===== src/design/mqfs_params.svh =====
/*
  Constants of the multi-queue flag and status block: sizes, address fields,
  register offsets, reset values and pipeline depths.
  Assumes it is included by bare name, after the package, in every design file.
*/
`ifndef MQFS_PARAMS_SVH
`define MQFS_PARAMS_SVH

// ----------------------------------------------------------------------------
// Sizes
// ----------------------------------------------------------------------------
`define MQFS_NQ         32
`define MQFS_QUAD_W     8
`define MQFS_QSEL_W     2
`define MQFS_QUEUE_W    5
`define MQFS_ID_W       3
`define MQFS_ADDR_W     8
`define MQFS_LVL_W      12

// ----------------------------------------------------------------------------
// Queue address fields: device id on top, quadrant inside the queue field
// ----------------------------------------------------------------------------
`define MQFS_ID_LSB     5
`define MQFS_QUAD_LSB   3

// ----------------------------------------------------------------------------
// Register offsets (byte addresses) and reset values
// ----------------------------------------------------------------------------
`define MQFS_OFS_CTRL   4'h0
`define MQFS_OFS_STAT   4'h4
`define MQFS_AE_THR_RST 12'h008
`define MQFS_AF_THR_RST 12'h3f8
`define MQFS_RDATA_RST  32'h0000_0000

// ----------------------------------------------------------------------------
// Flag levels and timing
// ----------------------------------------------------------------------------
`define MQFS_OV_DELAY   2
`define MQFS_FLAG_IDLE  1'b1
`define MQFS_BUS_IDLE   8'hff
`define MQFS_QUAD_LAST  2'h3
`define MQFS_QUAD_FIRST 2'h0
`define MQFS_QUAD_STEP  2'h1

`endif


===== src/design/mqfs_pkg.sv =====
/*
  Types of the multi-queue flag and status block: bus carriers, strap group,
  register layouts, modes and the packed state of each module.
  Assumes nothing beyond a SystemVerilog compiler.
*/
package mqfs_pkg;

  // --------------------------------------------------------------------------
  // Modes and states
  // --------------------------------------------------------------------------
  typedef enum logic [0:0] {
    MQFS_DIRECT = 1'b0,
    MQFS_POLLED = 1'b1
  } mqfs_bus_mode_t;

  // Encoded so that the state bit is waitrequest itself
  typedef enum logic [0:0] {
    MQFS_AV_ACK  = 1'b0,
    MQFS_AV_IDLE = 1'b1
  } mqfs_av_state_t;

  // --------------------------------------------------------------------------
  // Carriers
  // --------------------------------------------------------------------------
  typedef struct packed {
    logic        read;
    logic        write;
    logic [3:0]  address;
    logic [31:0] writedata;
  } mqfs_av_req_t;

  typedef struct packed {
    logic [31:0] readdata;
    logic        waitrequest;
  } mqfs_av_rsp_t;

  typedef struct packed {
    logic       output_width_strap;
    logic       input_width_strap;
    logic       bus_matching_strap;
    logic       packet_mode_strap;
    logic       flag_bus_mode;
    logic [2:0] device_id;
  } mqfs_strap_t;

  // --------------------------------------------------------------------------
  // Register layouts
  // --------------------------------------------------------------------------
  typedef struct packed {
    logic [3:0]  rsv1;
    logic [11:0] af_thr;
    logic [3:0]  rsv0;
    logic [11:0] ae_thr;
  } mqfs_ctrl_t;

  typedef struct packed {
    logic [7:0]  rsv;
    logic [4:0]  wq;
    logic [4:0]  rq;
    logic [1:0]  quad;
    logic        pr;
    logic        af;
    logic        ae;
    logic        ov;
    mqfs_strap_t straps;
  } mqfs_status_t;

  // --------------------------------------------------------------------------
  // Module state
  // --------------------------------------------------------------------------
  typedef struct packed {
    mqfs_strap_t    straps;
    mqfs_ctrl_t     ctrl;
    mqfs_av_state_t av_st;
    logic [31:0]    rdata;
    logic [4:0]     rq;
    logic           rd_match;
    logic [4:0]     wq;
    logic           wr_match;
    logic           ae;
    logic           pr;
    logic           af;
    logic           ov_oe;
    logic [1:0]     quad;
    logic           bus_oe;
  } mqfs_top_state_t;

  typedef struct packed {
    logic stage;
    logic ov;
  } mqfs_ov_state_t;

  typedef struct packed {
    logic [7:0] data;
  } mqfs_mux_state_t;

endpackage : mqfs_pkg


===== src/design/mqfs_ov_pipe.sv =====
/*
  Output-valid flag pipeline: delays the selected queue's data-present level
  so the flag lines up with the two-stage read data path.
  Assumes the caller picks the selected queue's level combinationally.
*/
`timescale 1ns/100ps
`include "mqfs_params.svh"

module mqfs_ov_pipe
  import mqfs_pkg::*;
(
  input  wire logic core_clk_i,
  input  wire logic reset_i,
  input  wire logic nonempty_i,
  output logic      ov_o
);

  mqfs_ov_state_t st;
  mqfs_ov_state_t next_st;

  // --------------------------------------------------------------------------
  // Two flops: one stage plus the flag itself
  // --------------------------------------------------------------------------
  always_comb begin
    next_st       = st;
    next_st.stage = nonempty_i;
    next_st.ov    = ~st.stage;  // High when no valid word
  end

  always_ff @(posedge core_clk_i) begin
    if (reset_i) begin
      st <= '{stage: 1'b0, ov: `MQFS_FLAG_IDLE};
    end else begin
      st <= next_st;
    end
  end

  assign ov_o = st.ov;

endmodule : mqfs_ov_pipe


===== src/design/mqfs_quad_mux.sv =====
/*
  Quadrant selector of the status bus: registers the eight flags of one
  quadrant out of the per-queue flag vector.
  Assumes the flag vector is already active low.
*/
`timescale 1ns/100ps
`include "mqfs_params.svh"

module mqfs_quad_mux
  import mqfs_pkg::*;
(
  input  wire logic        core_clk_i,
  input  wire logic        reset_i,
  input  wire logic [31:0] flags_i,
  input  wire logic [1:0]  quad_i,
  output logic      [7:0]  data_o
);

  mqfs_mux_state_t st;
  mqfs_mux_state_t next_st;

  function automatic logic [7:0] pick(input logic [31:0] v, input logic [1:0] q);
    pick = v[q*`MQFS_QUAD_W +: `MQFS_QUAD_W];
  endfunction : pick

  always_comb begin
    next_st      = st;
    next_st.data = pick(flags_i, quad_i);
  end

  always_ff @(posedge core_clk_i) begin
    if (reset_i) begin
      st <= '{data: `MQFS_BUS_IDLE};
    end else begin
      st <= next_st;
    end
  end

  assign data_o = st.data;

endmodule : mqfs_quad_mux


===== src/design/mqfs_flags.sv =====
/*
  Flag and status outputs of a multi-queue FIFO: output-valid, discrete
  almost-empty, packet-ready and almost-full flags, and the 8-bit
  empty/packet status bus in direct or polled mode, with an Avalon-MM slave
  for thresholds and status.
  Assumes read and write ports share core_clk_i, reset_i is the master
  reset, and the queue core supplies per-queue levels and fill counts.
*/
`timescale 1ns/100ps
`include "mqfs_params.svh"

// Notes on behaviour
// - Valid flag trails queue selection two cycles
// - Empty selected queue drives valid flag high
// - Valid flag has its own output enable
// - Almost-empty low for almost-empty read queue
// - Almost-empty flag updated on read clock
// - Status bus shows one of four quadrants
// - Packet mode latched at reset selects content
// - Bus mode latched at reset, direct/polled
// - Status bus has its own output enable
// - Direct mode: strobe and address pick quadrant
// - Polled mode steps quadrant every clock
// - Almost-full low for almost-full write queue
// - Almost-full flag updated on write clock
// - Packet-ready low when complete packet held
module mqfs_flags
  import mqfs_pkg::*;
(
  input  wire logic                     core_clk_i,
  input  wire logic                     reset_i,
  input  wire mqfs_av_req_t             av_req_i,
  output mqfs_av_rsp_t                  av_rsp_o,
  input  wire mqfs_strap_t              straps_i,
  input  wire logic [`MQFS_ADDR_W-1:0]  read_queue_address_i,
  input  wire logic                     read_address_strobe_i,
  input  wire logic                     empty_bus_strobe_i,
  input  wire logic [`MQFS_ADDR_W-1:0]  write_queue_address_i,
  input  wire logic                     write_address_strobe_i,
  input  wire logic [`MQFS_NQ-1:0]      queue_nonempty_i,
  input  wire logic [`MQFS_NQ-1:0]      queue_almost_empty_i,
  input  wire logic [`MQFS_NQ-1:0]      queue_packet_ready_i,
  input  wire logic [`MQFS_LVL_W-1:0]   read_fill_level_i,
  input  wire logic [`MQFS_LVL_W-1:0]   write_fill_level_i,
  output logic                          output_valid_flag_o,
  output logic                          output_valid_flag_oe_o,
  output logic                          almost_empty_flag_o,
  output logic                          packet_ready_flag_o,
  output logic                          almost_full_flag_o,
  output logic [`MQFS_QUAD_W-1:0]       empty_packet_status_bus_o,
  output logic                          empty_packet_status_bus_oe_o
);

  mqfs_top_state_t st;
  mqfs_top_state_t next_st;
  logic            nonempty_sel;
  logic [31:0]     bus_flags;
  logic            ov_flag;
  logic [7:0]      bus_data;
  mqfs_status_t    status;

  // --------------------------------------------------------------------------
  // Helpers
  // --------------------------------------------------------------------------
  function automatic logic id_hit(input logic [7:0] a, input logic [2:0] id);
    id_hit = (a[`MQFS_ADDR_W-1:`MQFS_ID_LSB] == id);
  endfunction : id_hit

  function automatic logic [4:0] queue_of(input logic [7:0] a);
    queue_of = a[`MQFS_ID_LSB-1:0];
  endfunction : queue_of

  function automatic logic [1:0] quad_of(input logic [7:0] a);
    quad_of = a[`MQFS_ID_LSB-1:`MQFS_QUAD_LSB];
  endfunction : quad_of

  function automatic logic polled(input mqfs_strap_t s);
    polled = (mqfs_bus_mode_t'(s.flag_bus_mode) == MQFS_POLLED);
  endfunction : polled

  // --------------------------------------------------------------------------
  // Status word
  // --------------------------------------------------------------------------
  always_comb begin
    status        = '0;
    status.straps = st.straps;
    status.ov     = output_valid_flag_o;
    status.ae     = st.ae;
    status.af     = st.af;
    status.pr     = st.pr;
    status.quad   = st.quad;
    status.rq     = st.rq;
    status.wq     = st.wq;
  end

  assign nonempty_sel = queue_nonempty_i[st.rq];
  // Active low on the bus; content picked by the latched packet strap
  assign bus_flags    = st.straps.packet_mode_strap ? ~queue_packet_ready_i
                                                    : ~queue_almost_empty_i;

  // --------------------------------------------------------------------------
  // Next state
  // --------------------------------------------------------------------------
  always_comb begin
    next_st = st;

    // Avalon slave: one wait cycle, then a one-cycle answer
    unique case (st.av_st)
      MQFS_AV_IDLE: begin
        if (av_req_i.read || av_req_i.write) begin
          next_st.av_st = MQFS_AV_ACK;
          unique case (av_req_i.address)
            `MQFS_OFS_CTRL: next_st.rdata = st.ctrl;
            `MQFS_OFS_STAT: next_st.rdata = status;
            default:        next_st.rdata = `MQFS_RDATA_RST;
          endcase
        end
      end
      MQFS_AV_ACK: begin
        next_st.av_st = MQFS_AV_IDLE;
        if (av_req_i.write && av_req_i.address == `MQFS_OFS_CTRL) begin
          next_st.ctrl      = av_req_i.writedata;
          next_st.ctrl.rsv0 = '0;
          next_st.ctrl.rsv1 = '0;
        end
      end
    endcase

    // Read-port queue selection
    if (read_address_strobe_i) begin
      next_st.rq       = queue_of(read_queue_address_i);
      next_st.rd_match = id_hit(read_queue_address_i, st.straps.device_id);
    end
    next_st.ov_oe = st.rd_match;  // Drive only while this device is read-selected

    // Write-port queue selection
    if (write_address_strobe_i) begin
      next_st.wq       = queue_of(write_queue_address_i);
      next_st.wr_match = id_hit(write_queue_address_i, st.straps.device_id);
    end

    // Discrete flags, active low, re-evaluated every clock
    next_st.ae = ~(read_fill_level_i <= st.ctrl.ae_thr);
    // Almost-full on the write-selected queue
    next_st.af = ~(write_fill_level_i >= st.ctrl.af_thr);
    // Complete packet held by the read queue
    next_st.pr = ~(st.straps.packet_mode_strap && queue_packet_ready_i[st.rq]);

    // Status bus quadrant
    if (polled(st.straps)) begin
      next_st.bus_oe = 1'b1;
      if (st.quad == `MQFS_QUAD_LAST) begin
        next_st.quad = `MQFS_QUAD_FIRST;
      end else begin
        next_st.quad = st.quad + `MQFS_QUAD_STEP;
      end
    end else if (empty_bus_strobe_i) begin
      next_st.quad   = quad_of(read_queue_address_i);
      next_st.bus_oe = id_hit(read_queue_address_i, st.straps.device_id);
    end
  end

  // --------------------------------------------------------------------------
  // State register; straps caught while the master reset is held
  // --------------------------------------------------------------------------
  always_ff @(posedge core_clk_i) begin
    if (reset_i) begin
      st          <= '0;
      st.straps   <= straps_i;  // Latched modes
      st.ctrl     <= '{rsv1: 4'h0, af_thr: `MQFS_AF_THR_RST,
                       rsv0: 4'h0, ae_thr: `MQFS_AE_THR_RST};
      st.av_st    <= MQFS_AV_IDLE;
      st.rdata    <= `MQFS_RDATA_RST;
      st.ae       <= `MQFS_FLAG_IDLE;
      st.pr       <= `MQFS_FLAG_IDLE;
      st.af       <= `MQFS_FLAG_IDLE;
      st.quad     <= `MQFS_QUAD_FIRST;
    end else begin
      st <= next_st;
    end
  end

  // --------------------------------------------------------------------------
  // Submodules
  // --------------------------------------------------------------------------
  mqfs_ov_pipe u_ov_pipe (
    .core_clk_i (core_clk_i),
    .reset_i    (reset_i),
    .nonempty_i (nonempty_sel),
    .ov_o       (ov_flag)
  );

  mqfs_quad_mux u_quad_mux (
    .core_clk_i (core_clk_i),
    .reset_i    (reset_i),
    .flags_i    (bus_flags),
    .quad_i     (next_st.quad),  // Data and quadrant change on the same edge
    .data_o     (bus_data)
  );

  // --------------------------------------------------------------------------
  // Outputs
  // --------------------------------------------------------------------------
  assign av_rsp_o.readdata            = st.rdata;
  assign av_rsp_o.waitrequest         = st.av_st;
  assign output_valid_flag_o          = ov_flag;
  assign output_valid_flag_oe_o       = st.ov_oe;
  assign almost_empty_flag_o          = st.ae;
  assign packet_ready_flag_o          = st.pr;
  assign almost_full_flag_o           = st.af;
  assign empty_packet_status_bus_o    = bus_data;
  assign empty_packet_status_bus_oe_o = st.bus_oe;
endmodule : mqfs_flags


===== config.mk =====
export PLATFORM = sky130hd
export DESIGN_NAME = mqfs_flags
export DESIGN_NICKNAME = d
export VERILOG_FILES = /design/src/design/mqfs_pkg.sv /design/src/design/mqfs_ov_pipe.sv /design/src/design/mqfs_quad_mux.sv /design/src/design/mqfs_flags.sv
export VERILOG_INCLUDE_DIRS = /design/src /design/src/design
export SDC_FILE = /design/constraint.sdc
export NUM_CORES = 1
export LEC_CHECK = 0
export BUFFER_PORTS_ARGS = -buffer_cell sky130_fd_sc_hd__buf_2
export CAP_MARGIN = 20
export CORE_AREA = 3 3 118 120
export CTS_BUF_LIST = sky130_fd_sc_hd__clkbuf_16
export CTS_CLUSTER_SIZE = 10
export DETAILED_ROUTE_END_ITERATION = 6
export DIE_AREA = 0 0 121 123
export PLACE_DENSITY_LB_ADDON = 0.15
export SETUP_SLACK_MARGIN = 0.2
export SLEW_MARGIN = 20
export SYNTH_ARGS = -nofsm -noshare
export SYNTH_HDL_FRONTEND = slang
export SYNTH_SLANG_ARGS = --single-unit

===== constraint.sdc =====
create_clock -name core_clk_i -period 2.55 [get_ports core_clk_i]
set_input_delay 0.1275 -clock core_clk_i [delete_from_list [all_inputs] [get_ports core_clk_i]]
set_output_delay 0.1275 -clock core_clk_i [all_outputs]
set_load 0.01 [all_outputs]

==> results of run 1 <==
[kinds of logic after synthesis]
| group | Yosys count | share of synthesized area (%) |
|---|---|---|
| compound gates | 80 | 11.0 |
| xor+xnor | 3 | 0.532 |
| fa+ha+maj | 25 | 6.34 |
| buf+inv | 92 | 9.73 |
| flops | 89 | 37.7 |
| mux | 55 | 19.6 |
| other cells | 1 | 0.0760 |
| simple gates | 159 | 15.0 |
[through the flow]
| step | total power, mW | utilization, % | instances | area (sq um) | hold WS [ns] |
|---|---|---|---|---|---|
| after floorplan | 2.02 | - | 507 | 4950 | 0.226 |
| after global placement | 2.29 | 45.9 | 848 | 6010 | 0.307 |
| after detailed placement | 2.30 | 45.9 | 848 | 6010 | 0.306 |
| after CTS | 3.82 | 49.3 | 875 | 6450 | 0.00429 |
| after global routing | 3.96 | 49.4 | 875 | 6460 | 0.0141 |
| final | 3.78 | 49.4 | 875 | 6460 | 0.0136 |
[Yosys cell counts (all sizes together), types with 2 or more instances]
library cell	n
nand2b	3
nor3	22
nand3b	10
clkbuf	24
nor2b	7
dfxtp	81
or2	3
o21ai	4
edfxtp	8
a221oi	20
a22oi	7
a211oi	3
a21o	8
nor2	36
a21oi	33
nand3	9
xor2	3
buf	43
mux2i	22
nand4	4
nand2	60
ha	25
mux4	32
nor4	2
inv	25
[flip-flops by register name, summed over array words and instances (netlist names)]
name                          count
u_quad_mux.data_o                 8
u_ov_pipe.st                      1
next_st                           9
output_valid_flag_oe_o            1
packet_ready_flag_o               1
av_rsp_o                         29
almost_full_flag_o                1
empty_packet_status_bus_oe_o      1
almost_empty_flag_o               1
st                               36
u_ov_pipe.ov_o                    1
[worst max-delay path by stage]
| stage | startpoint | to | slack, ns | depth (start not counted) |
|---|---|---|---|---|
| after floorplan | next_st[87] | u_quad_mux.data_o[5] | 0.63 | 4 |
| after global placement | st[1] | u_quad_mux.data_o[1] | 0.34 | 4 |
| after detailed placement | st[1] | u_quad_mux.data_o[1] | 0.28 | 4 |
| after CTS | st[1] | u_quad_mux.data_o[1] | 0.27 | 4 |
| after global routing | st[1] | u_quad_mux.data_o[3] | 0.39 | 4 |
| final | st[1] | u_quad_mux.data_o[1] | 0.60 | 4 |
[report_power, final]
part	total [mW]	leakage [nW]	internal, mW	switching [mW]
sequential	1.56	0.742	1.50	0.0640
clock	1.50	0.167	0.950	0.550
combinational	0.718	2.05	0.387	0.332
total	3.78	2.96	2.83	0.946
[final cells by class]
type | count | area (sq um) | share of cell area, %
inverter | 25 | 93.8 | 1.45
multi-input combinational | 326 | 2630 | 40.7
clock inverter | 7 | 111 | 1.72
timing repair buffer | 243 | 1320 | 20.4
clock buffer | 9 | 225 | 3.48
tap | 176 | 220 | 3.41
sequential | 89 | 1860 | 28.8
[per-layer routing]
layer	GRT usage, %	part of all wire [%]	routed length [um]	vias up
met3	5.58	8.8	1320	18
met4	6.66	2.0	295	0
met1	25.0	41	6090	2057
met5	0	0	0	-
li1	-	-	-	2161
met2	33.9	49	7300	189
[worst min-delay path, stage by stage]
cell,delay [ns]
buf_2,0.09
nand2_1,0.04
nand3b_1,0.06
[cells in the final DEF, fill, tap and decap left out, drive strengths merged, types with 2 or more instances in the layout]
cell type,Yosys,routed
buf,43,232
a21oi,33,33
mux4,32,32
nor2b,7,7
bufinv,0,3
a22oi,7,7
a221oi,20,20
nor4,2,2
ha,25,25
nor3,22,22
xor2,3,3
nand2b,3,3
nand3,9,9
o21ai,4,4
mux2i,22,22
conb,1,4
nand2,60,60
clkinv,0,2
inv,25,26
dfxtp,81,81
nand4,4,4
a21o,8,8
nor2,36,36
nand3b,10,10
a211oi,3,3
or2,3,3
clkbuf,24,9
dlygate4sd3,0,11
edfxtp,8,8
==> impl_metrics.ini, run 1 <==
[run_status]
status = finished, final reports clean

[cts]
clkSlewWorstSetupHoldPaths_ns = 0.06
postCtsSetupRepairBufs = 0
post_cts_resized = 0
clock_latency_ns = 0.34
clock-sinks = 89
clockBufferDepth = 2
cts_root_buf = clkbuf_16
cts_buffers = 9
ctsHoldBuffers = 11
htreeDepth = 3
tritoncts = yes

[yosys]
ys.warnings.count = 0
synth-edff-count = 8
yosysUniqueCellTypes = 42
ys_seq_elements = 89
avgSynthCellArea_sq_um = 9.79
synth_async_sr_flop_share_pct = 0
yosysSeqAreaShare_pct = 37.7
netlist.area_leader.share_pct = 32.9
syn_area_sq_um = 4940
ys.flop_type = dfxtp_1
syn_inst = 504
yosys-top-cells-area = dfxtp_1 (33%), mux4_2 (15%), ha_1 (6.3%), buf_4 (5.2%), edfxtp_1 (4.9%)
yosysTopAreaCell = dfxtp_1

[route]
drt-pass1-iter-count = 4
drt_iter0_drc = 223
totalWireLength_um = 15000
wl_per_cell_um = 17.2
route.detailed.drc = 0
num_vias = 4425
ant_nets = 0
viasPerCell = 5.06

[floorplan]
start_util_pct = 37.7
die_height_um = 123
rows = 42
core_sq_um = 13100
dieArea_sq_um = 14900
ios = 234
die_width_um = 121

[sta]
worst_slack_ns = 0.599
min_period_over_period_pct = 76.5
fin_crit_ns = 1.95
tns_ns = 0
finalMaxSlewViolations = 0
setup_violations = 0
tightestPinTransition_ns = 0.784
skew_ns = 0.00610
grt_setup_unrepaired = no
hold_viol_final = 0
relSlewSlack_pct = 47.7
max_freq_ghz = 0.513

[critical_path]
critical-path-slowest-cell = mux4_2
critPathMaxStageDelay_ns = 0.64
path_class = flip-flop to flip-flop
reg2reg_to = u_quad_mux.data_o[1]
r2r_start = st[1]
crit_chain = mux2i_1 -> o21ai_4 -> mux4_2 -> a22oi_1
rrSetupSlack_ns = 0.60
required_ns = 2.81
cp_num_buf_inv = 0
worstRegToRegCells = 4
endpoint_kind = flip-flop
crit_family = multiplexers
critPathMaxFanout = 16
startpoint_type = flip-flop
worstPathArrival_ns = 2.21

[global_routing]
grt_max_degree = 39
antenna_found_initial = 0
grt_pass1_vias = 4478
grt_first_pass_wirelength_um = 23000
grt.total_usage_pct = 20.1
grt.overflow.total = 0

[flow_run]
maxCapViolCount = 0

[cells_and_area]
nets = 906
area_growth_pct = 30.9
fillCellCount = 1249
antenna_cells = 0
drive_gt1_share_pct = 41.1

[pwr]
leakage_nw = 2.96
peakVddDrop_uv = 283
power_density_nw_per_um2 = 585

[worst_hold_path]
min_path_cells = 3
hold_end = st[77]
hold_path_startpoint = av_req_i[25]
hold_path_class = primary input to flip-flop

[placement]
gp_congestion = 0.860
dp_worst_setup_slack_ns = 0.280
port_buffers = 218
hpwl_um = 11900
Power figures use the tool's default switching activity.
==> inputs of run 2 (changes only) <==
--- a/config.mk
+++ b/config.mk
@@ -6,13 +6,14 @@
 export SDC_FILE = /design/constraint.sdc
 export NUM_CORES = 1
 export LEC_CHECK = 0
+export ABC_AREA = 1
 export BUFFER_PORTS_ARGS = -buffer_cell sky130_fd_sc_hd__buf_2
 export CAP_MARGIN = 20
-export CORE_AREA = 3 3 118 120
+export CORE_AREA = 3 3 122 124
 export CTS_BUF_LIST = sky130_fd_sc_hd__clkbuf_16
 export CTS_CLUSTER_SIZE = 10
 export DETAILED_ROUTE_END_ITERATION = 6
-export DIE_AREA = 0 0 121 123
+export DIE_AREA = 0 0 125 127
 export PLACE_DENSITY_LB_ADDON = 0.15
 export SETUP_SLACK_MARGIN = 0.2
 export SLEW_MARGIN = 20
==> constraint.sdc (replaced) <==
create_clock -name core_clk_i -period 1.6 [get_ports core_clk_i]
set_input_delay 0.08 -clock core_clk_i [delete_from_list [all_inputs] [get_ports core_clk_i]]
set_output_delay 0.08 -clock core_clk_i [all_outputs]
set_load 0.01 [all_outputs]
==> run 2 against run 1 <==
  * Sequential share of layout area fell by 2.8 points
  * Die area grew 6.7%
  * Highest routed layer unchanged
  * Utilization grew 2.4 points
  * Cell area up 11%
  * Clock power up 36%
  * Combinational power is 100% higher
  * Critical path depth is 2 higher
  * Clock skew down 0.00073 ns
==> impl_metrics.ini, run 2 <==
[pwr]
peakVddDrop_uv = 599
leakage_nw = 3.58
power_density_nw_per_um2 = 830
power.total_mw = 5.97

[cells_and_area]
stdcell_count = 1167
fillCellCount = 1433
largest_register_ffs = 36
area_growth_pct = 36.2
drive_gt1_share_pct = 30.9
antenna_cells = 0
multiInputGateArea_sq_um = 2820
nets = 1194
largest_register = st
final_common_cell = buf_2
final_cell_mix = buf_2 (218), nand2_1 (146), nor2_1 (104), nand3_1 (77), dfxtp_1 (75)
seq_area_sq_um = 1870

[yosys]
ys.flop_type = dfxtp_1
avgSynthCellArea_sq_um = 6.89
yosysMostFrequentCell = nand2_1
ys_seq_elements = 89
synth_async_sr_flop_share_pct = 0
netlist.area_leader.share_pct = 30.7
yosysSeqAreaShare_pct = 35.2
synth.top_cells.by_count = nand2_1 (146), nor2_1 (104), dfxtp_1 (81), nand3_1 (81), inv_1 (69)
syn_inst = 767
synth-edff-count = 8
syn_area_sq_um = 5280
yosysTopAreaCell = dfxtp_1
yosysUniqueCellTypes = 33
ys.warnings.count = 0
yosys-top-cells-area = dfxtp_1 (31%), nand2_1 (10%), nand3_1 (7.7%), nor2_1 (7.4%), ha_1 (5.9%)

[critical_path]
r2r_start = st[1]
required_ns = 1.85
crit_start = st[1]
endpoint_kind = flip-flop
path_class = flip-flop to flip-flop
critPathMaxStageDelay_ns = 0.37
cp_num_buf_inv = 1
worstPathArrival_ns = 1.60
critical-path-slowest-cell = dfxtp_4
startpoint_type = flip-flop
critPathMaxFanout = 8
crit_family = simple AND/OR/NAND/NOR gates
crit_chain = ha_4 -> o21ai_4 -> and2_4 -> nand3_1 -> nand2_1 -> inv_1

[route]
route.detailed.drc = 0
num_vias = 5679
wl_per_cell_um = 15.1
drt-pass1-iter-count = 4
ant_nets = 0
drt_iter0_drc = 307
viasPerCell = 4.87
totalWireLength_um = 17700

[floorplan]
core_sq_um = 13900
die_width_um = 125
ios = 234
rows = 43
dieArea_sq_um = 15900
die_height_um = 127
start_util_pct = 38.1

[sta]
holdWs_ns = 0.0184
skew_ns = 0.00537
max_freq_ghz = 0.737
setup_violations = 0
finalMaxSlewViolations = 0
hold_viol_final = 0
tightestPinTransition_ns = 0.594
tns_ns = 0
min_period_over_period_pct = 84.8
worst_slack_ns = 0.244
relSlewSlack_pct = 60.4
grt_setup_unrepaired = yes
fin_crit_ns = 1.36

[cts]
clock-sinks = 89
clkSlewWorstSetupHoldPaths_ns = 0.07
htreeDepth = 3
cts_buffers = 9
tritoncts = yes
clock_latency_ns = 0.34
clockBufferDepth = 2
cts_root_buf = clkbuf_16

[run_status]
status = finished, final reports clean

[placement]
post-place-cells = 1117
gp_congestion = 0.855
dp_worst_setup_slack_ns = 0.0672
port_buffers = 218
hpwl_um = 13300

[global_routing]
grt_first_pass_wirelength_um = 27200
grt_max_degree = 52
antenna_found_initial = 0
grt.total_usage_pct = 21.2
grt_pass1_vias = 5465
grt.overflow.total = 0

[worst_hold_path]
hold_path_startpoint = write_queue_address_i[1]
hold_path_class = primary input to flip-flop

[flow_run]
maxCapViolCount = 0
run 2: cell types whose count changed after synthesis, moves of 15 or more:
cell / change
a221oi_1: -20
o221ai_1: +18
o21ai_1: +18
o21ai_0: +59
inv_1: +44
clkbuf_1: -15
nand3_1: +72
mux2i_1: -21
buf_2: +15
nor2_1: +68
mux4_2: -32
nand2_1: +86
nor3_1: -21
a21oi_1: +15
run 2: layout make-up:
type,count,area share [%]
clock buffer,10,3.48
clock inverter,6,0.470
inverter,78,4.21
multi-input combinational,530,39.1
sequential,89,26.0
tap,180,3.13
timing repair buffer,274,23.6
run 2: power by group:
| group | total (mW) | switching, mW | internal [mW] | leakage, nW |
|---|---|---|---|---|
| Combinational | 1.45 | 0.790 | 0.665 | 2.69 |
| Clock | 2.04 | 0.907 | 1.14 | 0.144 |
| Sequential | 2.47 | 0.0793 | 2.39 | 0.744 |
| Total | 5.97 | 1.78 | 4.19 | 3.58 |
run 2: metal layers:
layer / wire length, um / global-route usage [%] / up-vias
met5: 0 / 0 / -
met4: 299 / 5.80 / 0
met3: 1200 / 5.27 / 20
met2: 8660 / 36.6 / 190
met1: 7490 / 26.5 / 2550
li1: - / - / 2919
run 2: kinds of logic (layout without fill, tap and decap cells):
family,after synthesis,in the layout,synth area share (%)
xor+xnor,3,3,0.497
compound gates,155,155,16.7
flops,89,89,35.2
other cells,1,4,0.0710
simple gates,343,343,27.0
fa+ha+maj,25,25,5.92
buf+inv,151,368,14.6
run 2: final timing paths:
path         depth (start not counted)                   end  slack (ns)
max                                  6  u_quad_mux.data_o[2]        0.24
min                                  3                 st[9]        0.02
max reg2reg                          6  u_quad_mux.data_o[2]        0.24
min reg2reg                          1        u_ov_pipe.ov_o        0.37
run 2: worst min-delay path: cells and delay by family:
family / cells / cell delay [ns]
buffers and inverters: 1 / 0.07
AO/OA/AOI/OAI: 2 / 0.17
run 2: per-stage QoR:
step | area, sq um | utilization (%)
2_1_floorplan | 5290 | -
3_3_place_gp | 6360 | 45.8
3_5_place_dp | 6360 | 45.8
4_1_cts | 6940 | 50.0
5_1_grt | 7190 | 51.8
6_report | 7190 | 51.8
run 2: repair_timing:
item | CTS | global route
gates resized for setup | 9 | 49
pin swaps | 0 | 19
setup buffers | 0 | 4
gates cloned | 0 | 2
endpoints found under the setup margin | 13 | 23
hold endpoints to repair | 28 | 0
hold buffers | 28 | 0
